[src/mpbc_consts.vh]
// constants and register layout for the mac pause / back-pressure controller
//
// Behaviour
// flow-control register resets to all zero; everything starts inactive.
// transmitted pause frame carries pause_time_value bits 31-16.
// pause frame fields follow the standard full-duplex mac control pause format.
// software programs pause_time_value before enabling full-duplex flow control.
// full duplex: busy high while pause frame transmits, zero when done.
// half duplex: busy high while back pressure is asserted.
// software reads busy as zero before writing the register.
// software always writes zero into the busy bit.
// flagging set: packet-filter status bit set for each valid received pause frame.
// flagging clear: packet-filter status bit cleared.
// every received frame's data goes to the application regardless of flagging.
// application keeps or discards frames from their status word.
// active address-filtering modes such as promiscuous override the flagging setting.
// full duplex enabled: decode pause frames, stop transmitter for time times slot.
// received pause acts only in full duplex with enable set.
// enable clear: no control-frame inspection and no pause applied; the filter bit still marks pause frames when flagging is set.
// half duplex: enable bit turns on back pressure instead.
// no pause frames or back pressure while transmitter is disabled.
// each pause unit is one 512-bit-time slot, counted down to zero; at 100m the code counts 52 clocks per unit, 520 bit times.
`ifndef MPBC_CONSTS_VH
`define MPBC_CONSTS_VH
// printed offsets are word indices; the byte address is four times the index
`define MPBC_IDX_FLOW       8'h08
`define MPBC_ADDR_FLOW      32'h00000020
`define MPBC_FLOW_RESET     32'h00000000
`define MPBC_BIT_BUSY       0
`define MPBC_BIT_ENABLE     1
`define MPBC_BIT_PASS       2
`define MPBC_PT_HI          31
`define MPBC_PT_LO          16
`define MPBC_STAT_FILTER    2
`define MPBC_SLOT_BITS      512
// bit times per clock: 10 mhz clock, 100 ns per 10 bits at 100m, 1 bit at 10m
`define MPBC_BITS_PER_CLK_100 10
`define MPBC_BITS_PER_CLK_10  1
// 51.2 clocks at 100m rounded up, so a pause never ends early
`define MPBC_SLOT_CLKS_100  10'd52
`define MPBC_SLOT_CLKS_10   10'd512
`define MPBC_PAUSE_OPCODE   16'h0001
`define MPBC_PAUSE_ETYPE    16'h8808
`define MPBC_PAUSE_DA       48'h0180c2000001
`endif

[src/mpbc_flow_ctrl.v]
// mac pause frame and back-pressure flow control with ahb-lite register
//
// The AHB-Lite register port was chosen for this implementation.
`timescale 1ns/1ps
`include "mpbc_consts.vh"
module mpbc_flow_ctrl (
  input  wire        hclk,            // bus and mac clock
  input  wire        hresetn,         // async reset, active low
  input  wire        hsel,            // slave select
  input  wire [31:0] haddr,           // byte address
  input  wire [1:0]  htrans,          // transfer type
  input  wire        hwrite,          // write when high
  input  wire [2:0]  hsize,           // transfer size
  input  wire        hready,          // bus ready in
  input  wire [31:0] hwdata,          // write data
  output wire [31:0] hrdata,          // read data
  output wire        hreadyout,       // slave ready
  output wire        hresp,           // always okay
  input  wire        full_duplex,     // link mode, from mac config
  input  wire        speed_100,       // link speed, high for 100m
  input  wire        tx_enabled,      // transmitter enabled
  input  wire        pause_request,   // pulse: send one pause frame
  input  wire        rx_congested,    // level: receive side wants back pressure
  input  wire        rx_frame_end,    // pulse: received frame complete
  input  wire        rx_is_pause,     // valid pause frame at frame end
  input  wire [15:0] rx_pause_time,   // decoded pause time
  input  wire        rx_filter_mode,  // address filter mode claims the filter bit
  input  wire        rx_filter_value, // filter bit from address filtering
  input  wire [31:0] rx_status_in,    // receive status from mac
  output reg  [31:0] rx_status_out,   // receive status with filter bit
  output reg         rx_status_valid, // pulse: status_out valid
  output reg         pause_tx_start,  // pulse: start pause frame
  output reg  [47:0] pause_da,        // pause frame destination
  output reg  [15:0] pause_etype,     // pause frame type field
  output reg  [15:0] pause_opcode,    // pause frame opcode
  output reg  [15:0] pause_time_out,  // pause frame time field
  input  wire        pause_tx_done,   // pulse: pause frame on the wire
  output reg         back_pressure,   // half duplex jam request
  output reg         tx_hold          // transmitter held off by received pause
);

  // ---------------------------------------------------------------
  // bus slave
  // ---------------------------------------------------------------
  reg        wr_pend_ff;
  reg        rd_pend_ff;
  reg        hit_ff;
  reg [15:0] pause_time_value_ff;
  reg        flag_received_pause_ff;
  reg        flow_ctrl_enable_ff;
  reg        pause_tx_busy_ff;
  reg        bp_busy_ff;
  reg        pf_busy_ff;
  reg [15:0] pause_cnt_ff;
  reg [9:0]  slot_cnt_ff;
  reg [31:0] rdata_ff;

  wire addr_ok = (haddr == `MPBC_ADDR_FLOW);
  wire take    = hsel && hready && htrans[1];

  assign hreadyout = 1'b1;
  assign hresp     = 1'b0;
  assign hrdata    = rdata_ff;

  wire fd_on = full_duplex && flow_ctrl_enable_ff;
  wire hd_on = !full_duplex && flow_ctrl_enable_ff && tx_enabled;

  function [9:0] slot_len;
    input fast;
    begin
      slot_len = fast ? `MPBC_SLOT_CLKS_100 : `MPBC_SLOT_CLKS_10;
    end
  endfunction

  always @(posedge hclk or negedge hresetn) begin
    if (!hresetn) begin
      wr_pend_ff <= 1'b0;
      rd_pend_ff <= 1'b0;
      hit_ff     <= 1'b0;
      rdata_ff   <= 32'h00000000;
    end else begin
      wr_pend_ff <= take && hwrite;
      rd_pend_ff <= take && !hwrite;
      hit_ff     <= take && addr_ok;
      if (take && !hwrite)
        rdata_ff <= addr_ok ? {pause_time_value_ff, 13'h0000, flag_received_pause_ff,
                               flow_ctrl_enable_ff, pause_tx_busy_ff} : 32'h00000000;
    end
  end

  // ---------------------------------------------------------------
  // flow-control register
  // ---------------------------------------------------------------
  // busy bit is read only; writes ignore it since software writes zero there
  always @(posedge hclk or negedge hresetn) begin
    if (!hresetn) begin
      pause_time_value_ff    <= 16'h0000;
      flag_received_pause_ff <= 1'b0;
      flow_ctrl_enable_ff    <= 1'b0;
    end else if (wr_pend_ff && hit_ff) begin
      pause_time_value_ff    <= hwdata[`MPBC_PT_HI:`MPBC_PT_LO];
      flag_received_pause_ff <= hwdata[`MPBC_BIT_PASS];
      flow_ctrl_enable_ff    <= hwdata[`MPBC_BIT_ENABLE];
    end
  end

  // ---------------------------------------------------------------
  // pause transmit and back pressure
  // ---------------------------------------------------------------
  always @(posedge hclk or negedge hresetn) begin
    if (!hresetn) begin
      pf_busy_ff     <= 1'b0;
      bp_busy_ff     <= 1'b0;
      pause_tx_busy_ff <= 1'b0;
      pause_tx_start <= 1'b0;
      pause_da       <= 48'h000000000000;
      pause_etype    <= 16'h0000;
      pause_opcode   <= 16'h0000;
      pause_time_out <= 16'h0000;
      back_pressure  <= 1'b0;
    end else begin
      pause_tx_start <= 1'b0;
      if (pf_busy_ff && pause_tx_done)
        pf_busy_ff <= 1'b0;
      else if (!pf_busy_ff && pause_request && fd_on && tx_enabled) begin
        pf_busy_ff     <= 1'b1;
        pause_tx_start <= 1'b1;
        pause_da       <= `MPBC_PAUSE_DA;
        pause_etype    <= `MPBC_PAUSE_ETYPE;
        pause_opcode   <= `MPBC_PAUSE_OPCODE;
        pause_time_out <= pause_time_value_ff;
      end
      bp_busy_ff       <= hd_on && rx_congested;
      back_pressure    <= hd_on && rx_congested;
      pause_tx_busy_ff <= (pf_busy_ff && !pause_tx_done) ||
                          (!pf_busy_ff && pause_request && fd_on && tx_enabled) ||
                          (hd_on && rx_congested);
    end
  end

  // ---------------------------------------------------------------
  // received pause and status
  // ---------------------------------------------------------------
  always @(posedge hclk or negedge hresetn) begin
    if (!hresetn) begin
      pause_cnt_ff    <= 16'h0000;
      slot_cnt_ff     <= 10'h000;
      tx_hold         <= 1'b0;
      rx_status_out   <= 32'h00000000;
      rx_status_valid <= 1'b0;
    end else begin
      rx_status_valid <= rx_frame_end;
      if (rx_frame_end) begin
        rx_status_out <= rx_status_in;
        if (rx_filter_mode)
          rx_status_out[`MPBC_STAT_FILTER] <= rx_filter_value;
        else
          rx_status_out[`MPBC_STAT_FILTER] <= flag_received_pause_ff && rx_is_pause;
      end
      if (rx_frame_end && rx_is_pause && fd_on) begin
        pause_cnt_ff <= rx_pause_time;
        slot_cnt_ff  <= slot_len(speed_100) - 10'd1;
        tx_hold      <= (rx_pause_time != 16'h0000);
      end else if (!fd_on) begin
        pause_cnt_ff <= 16'h0000;
        tx_hold      <= 1'b0;
      end else if (pause_cnt_ff != 16'h0000) begin
        if (slot_cnt_ff == 10'h000) begin
          pause_cnt_ff <= pause_cnt_ff - 16'h0001;
          slot_cnt_ff  <= slot_len(speed_100) - 10'd1;
          tx_hold      <= (pause_cnt_ff != 16'h0001);
        end else
          slot_cnt_ff <= slot_cnt_ff - 10'd1;
      end
    end
  end

endmodule // mpbc_flow_ctrl

[config.mk]
export PLATFORM = sky130hd
export DESIGN_NAME = mpbc_flow_ctrl
export DESIGN_NICKNAME = d
export VERILOG_FILES = /design/src/mpbc_flow_ctrl.v
export VERILOG_INCLUDE_DIRS = /design/src
export SDC_FILE = /design/constraint.sdc
export NUM_CORES = 1
export LEC_CHECK = 0
export ABC_CLOCK_PERIOD_IN_PS = 5100
export BUFFER_PORTS_ARGS = -buffer_cell sky130_fd_sc_hd__buf_2
export CORE_MARGIN = 2
export CORE_UTILIZATION = 25
export CTS_BUF_LIST = sky130_fd_sc_hd__clkbuf_4
export CTS_CLUSTER_DIAMETER = 150
export CTS_CLUSTER_SIZE = 28
export DETAILED_ROUTE_END_ITERATION = 8
export GPL_TIMING_DRIVEN = 1
export PLACE_DENSITY_LB_ADDON = 0.08
export SYNTH_ARGS = -nofsm -noshare
export SYNTH_HDL_FRONTEND = slang
export SYNTH_SLANG_ARGS = --single-unit
[constraint.sdc]
create_clock -name hclk -period 5.1 [get_ports hclk]
set_clock_uncertainty 0.1 [all_clocks]
set_input_delay 0 -clock hclk [delete_from_list [all_inputs] [get_ports hclk]]
set_output_delay 0 -clock hclk [all_outputs]
set_load 0.02 [all_outputs]
# After elaboration in Yosys (flattened, before gate mapping)
# Index checks and enable logic that the tools add are counted.
[totals]
reg_bits = 135
input_bits = 132
output_inout_bits = 166
word_cells = 79
[op_classes]
add_sub_neg = 3
n_eq_ne = 4
n_mux = 19
bitwise_logic = 1
n_reduce_logical = 33
[ops]
columns = ["operator", "count"]
rows = [
  ["$mux 16", 4],
  ["$mux 10", 5],
  ["$eq 32x6->1 const B", 1],
  ["$mux 32", 1],
  ["$reduce_bool 16->1", 2],
  ["$sub 10x1->10 const B", 2],
  ["$logic_and 1x1->1", 18],
  ["$ne 16x1->1 const B", 1],
  ["$sub 16x1->16 const B", 1],
  ["$logic_not 10->1", 1],
  ["$mux 1", 9],
  ["$ne 3x1->1 const B", 2],
  ["$reduce_and 2->1", 3],
  ["$reduce_bool 2->1", 3],
  ["$logic_not 1->1", 4],
  ["$logic_or 1x1->1", 2],
  ["$not 1->1", 1],
]

# Logic depth before layout (Yosys ltp)
[depth]
depth_word = 6
mapped_depth = 7
ltp_nobuf = 7

# Worst setup path before layout
# Ideal clock, no wire load.
[synth_path]
path_type = "flip-flop to flip-flop"
start = "register slot_cnt_ff[0]"
end = "register pause_cnt_ff[12]"
setup_ps = 124
t_arrival_ps = 2095
required_ps = 4876
setup_slack_ps = 2781
path_stages_with_launch = 8
path_buffers = 0
period_less_slack_ps = 2319
path_cell_list = "dfrtp_1 > inv_1 > ha_1 > or3b_4 > or3_4 > a211oi_4 > a21oi_1 > o31a_1"
[synth_via]
elab_chain_cells = 3
[synth_rtl]
columns = ["element", "line", "rtl"]
rows = [
  ["start, declared", "mpbc_flow_ctrl.v:55", "reg [9:0] slot_cnt_ff;"],
  ["start signal, assigned", "mpbc_flow_ctrl.v:162", "slot_cnt_ff <= slot_len(speed_100) - 10'd1;"],
  ["start signal, assigned", "mpbc_flow_ctrl.v:170", "slot_cnt_ff <= slot_len(speed_100) - 10'd1;"],
  ["start signal, assigned", "mpbc_flow_ctrl.v:173", "slot_cnt_ff <= slot_cnt_ff - 10'd1;"],
  ["$logic_not 10->1", "mpbc_flow_ctrl.v:168", "if (slot_cnt_ff == 10'h000) begin"],
  ["$ne 3x1->1 (no source line)", "--", ""],
  ["$reduce_and 2->1 (no source line)", "--", ""],
  ["end signal, assigned", "mpbc_flow_ctrl.v:161", "pause_cnt_ff <= rx_pause_time;"],
  ["end signal, assigned", "mpbc_flow_ctrl.v:169", "pause_cnt_ff <= pause_cnt_ff - 16'h0001;"],
  ["end, declared", "mpbc_flow_ctrl.v:54", "reg [15:0] pause_cnt_ff;"],
]
# Every way passes these cells.
# A chain may end at the register's enable or synchronous reset.

# Worst setup path after layout
[layout_path]
start = "register slot_cnt_ff[0]"
end = "register pause_cnt_ff[8]"
# The elaborated chain is that of the path after synthesis.

==> impl_results.md <==
- CP Data Arrival Time: between 3 and 4 ns
- Endpoints failing hold: 0
- Global-route wire length before repair: ~27 mm
- Pwr/cell area: about 280 nW/um^2
- Total number of vias: just under 5000
- Placed cell areas: about 7000 sq um
- Max-cap check violation count: 0
- Worst Tran Pin Value: around 1.1 ns
- Seq cells post-synth: 120
- DRT Pass-1 Iters: 5
- RSZ-0062 raised after global routing: false
- Setup-failing EPs final: 0
- Internal cell power: between 1.5 and 2 mW
- Slew Limit Fails: 0
- Avg WL per Cell: around 15 um
- Setup crit end kind: flop
- Logic pwr share: ~23%
- Critical setup path kind: flop to flop
- Syn Area/Cell: roughly 12 sq um
- IO Count: approximately 300
- Die Width: around 160 um
- Post-Route WL: between 15 and 20 mm
- Tot Pwr: roughly 2.3 mW
- Synth Warn #: 0
- Mapped Cells: just over 500
- Synth cell count leaders: dfrtp_1 (120), buf_4 (94), mux2_2 (65)
- Outcome: complete, no violations
- Design Area, Final: 8340 sq um
- Setup TNS Final: 0 ns
- VDD IR-drop max: approximately 0.14 mV
- Count of input and output buffers: 193
- Critical Path Start Type: flop
- Synth async-reset ratio: between 90% and 100%
- Die H: 159 um
- Finished Core Util: between 30% and 40%
- Setup WS pre-CTS: 2.54 ns
- Synthesized area: a little over 6000 sq um
- Iter 0 DRT Violations: between 150 and 200
- Largest cells by area after synthesis: dfrtp_1 (50%), mux2_2 (12%), buf_4 (12%), a22o_1 (3.0%), nor4_1 (1.4%)
- Top-count cell post-synth: dfrtp_1
- Clk_lat worst skew: between 0.5 and 0.6 ns
- H-tree depth: 4
- Leak: just under 4 nW
- Net switching power: slightly below 0.8 mW
- Reg power frac: 46.8%
- Antenna viol nets, final: 0
- DR vias/cell: 4.28
- Final period util: about three fifths
- GR Overflow Total: 0
- Total core area: between 20000 and 25000 sq um
- Sink Count: 120
- Initial core utilization: between 20% and 30%
- Placer Congestion: 0.775
- Post-route DRC: 0
- Crit path max fanout: 5
- Relative slew slack: 26.2%
- Postcts setup bufs: 0
- Die ar.: about 25000 sq um
- Post-DP HPWL: ~12 mm
- Area delta synth->final: 38.0%
- Top FF cell, synth: dfrtp_1
- CTS Hold Bufs: ~100
- Final Net Count: 946
- CTS clk-pin slew, worst paths: between 0.1 and 0.15 ns
- Post-synth EDFFs: 0
- Min setup slack post-route: a little under 2 ns
- CTS tree: yes
- Setup slack, reg-to-reg: between 1.5 and 2 ns
- Sequential element share of the synthesized area: approximately half
- FMAX: 320 MHz
- Min Tclk post-route: 3.12 ns
- CTS Buffer Depth: 2
- Yosys cell types: about 60
- Area share of the largest cell type after synthesis: between 40% and 50%
- Vias in the first global route: between 5000 and 6000
- Resized Gates After CTS: 0
- Switching portion of total power: 33.5%
- Req. time, crit path: 5.48 ns
- Overall Global Routing Usage: ~14%
- Root Buffer: clkbuf_4
- Largest area contributor in the netlist: dfrtp_1
- Largest net degree at the start of global routing: between 60 and 70
- CTS Buf Count: 17
- Share of layout cells above drive strength 1: between 30% and 40%
- Initial antenna violation count: 1
- Clk pwr share: 30.6%
- Worst min-delay path class: input port to flop
- Row cnt: 56
## routing by layer
metal | share of wire (%) | GRT usage, % | vias up
li1 | - | - | 2287
met2 | 53 | 24.9 | 170
met4 | 1.6 | 5.08 | 0
met5 | 0 | 0 | -
met3 | 6.5 | 4.38 | 15
met1 | 39 | 14.8 | 2420
## logic make-up (layout without fill, tap and decap cells)
| family | after synthesis | in the layout | share of synthesized area, % |
|---|---|---|---|
| other | 2 | 86 | 0.124 |
| multiplexers | 69 | 69 | 12.8 |
| XOR/XNOR | 8 | 8 | 1.16 |
| AO/OA/AOI/OAI | 84 | 84 | 11.0 |
| flip-flops | 120 | 120 | 49.7 |
| buffers and inverters | 119 | 341 | 13.3 |
| AND/OR/NAND/NOR | 114 | 114 | 11.4 |
| adder cells (fa/ha/maj) | 3 | 3 | 0.621 |
## registers in the layout, indices dropped and copies added, names as in the netlist, 10 cells and up
name	count
pause_time_value_ff	16
hrdata	19
slot_cnt_ff	10
pause_cnt_ff	16
pause_time_out	16
rx_status_out	32
## power by group through the flow
stage,clock network (mW),registers [mW],logic [mW]
6_report,0.717,1.10,0.531
5_1_grt,0.800,1.11,0.578
4_1_cts,0.750,1.10,0.537
3_5_place_dp,0,1.11,0.474
3_3_place_gp,0,1.11,0.471
2_1_floorplan,0,1.18,0.282
## worst max-delay path, stage by stage (launching register included)
cell,delay (ns)
dfrtp_1,0.43
inv_1,0.07
ha_1,0.19
or3b_4,0.43
or3_4,0.45
a211oi_4,0.40
a22oi_1,0.17
a211oi_2,0.26
dlygate4sd3_1,0.58
## path summary, 6_finish.rpt
kind | startpoint | endpoint | cells past startpoint
setup / recovery | slot_cnt_ff[0] | pause_cnt_ff[8] | 8
hold / removal | haddr[23] | hrdata[29] | 6
setup reg to reg | slot_cnt_ff[0] | pause_cnt_ff[8] | 8
hold reg to reg | pause_tx_busy_ff | hrdata[0] | 1
max in group asynchronous | hresetn | hrdata[17] | 4
min in group asynchronous | hresetn | rx_status_out[4] | 4
## metrics by stage
step                hold slack, ns  std cells
global placement            0.0148       1008
floorplan                   -0.396        602
detailed placement          0.0245       1008
finish                      0.0972       1144
CTS                         0.0382       1143
global route                0.0504       1144
## cell usage in the layout, fill, tap and decap left out, types with 9 or more instances in the layout
cell type      instances
buf_2                192
dfrtp_1              120
dlygate4sd3_1        102
conb_1                85
mux2_2                65
a22o_1                21
nand2_1               20
nor2_1                20
a21oi_1               17
clkbuf_4              17
nor4_1                14
o21ai_0               11
inv_1                 10
nor3_1                 9
## cell type report
class | instances | area (sq um)
antenna | 1 | 2.50
fill | 2413 | 15300
tap | 319 | 399
clock buffer | 17 | 128
sequential | 120 | 3000
timing repair buffer | 299 | 2040
inverter | 10 | 37.5
clock inverter | 15 | 168
multi-input combinational | 363 | 2570
Note: power is estimated with default switching activity, not from simulation.
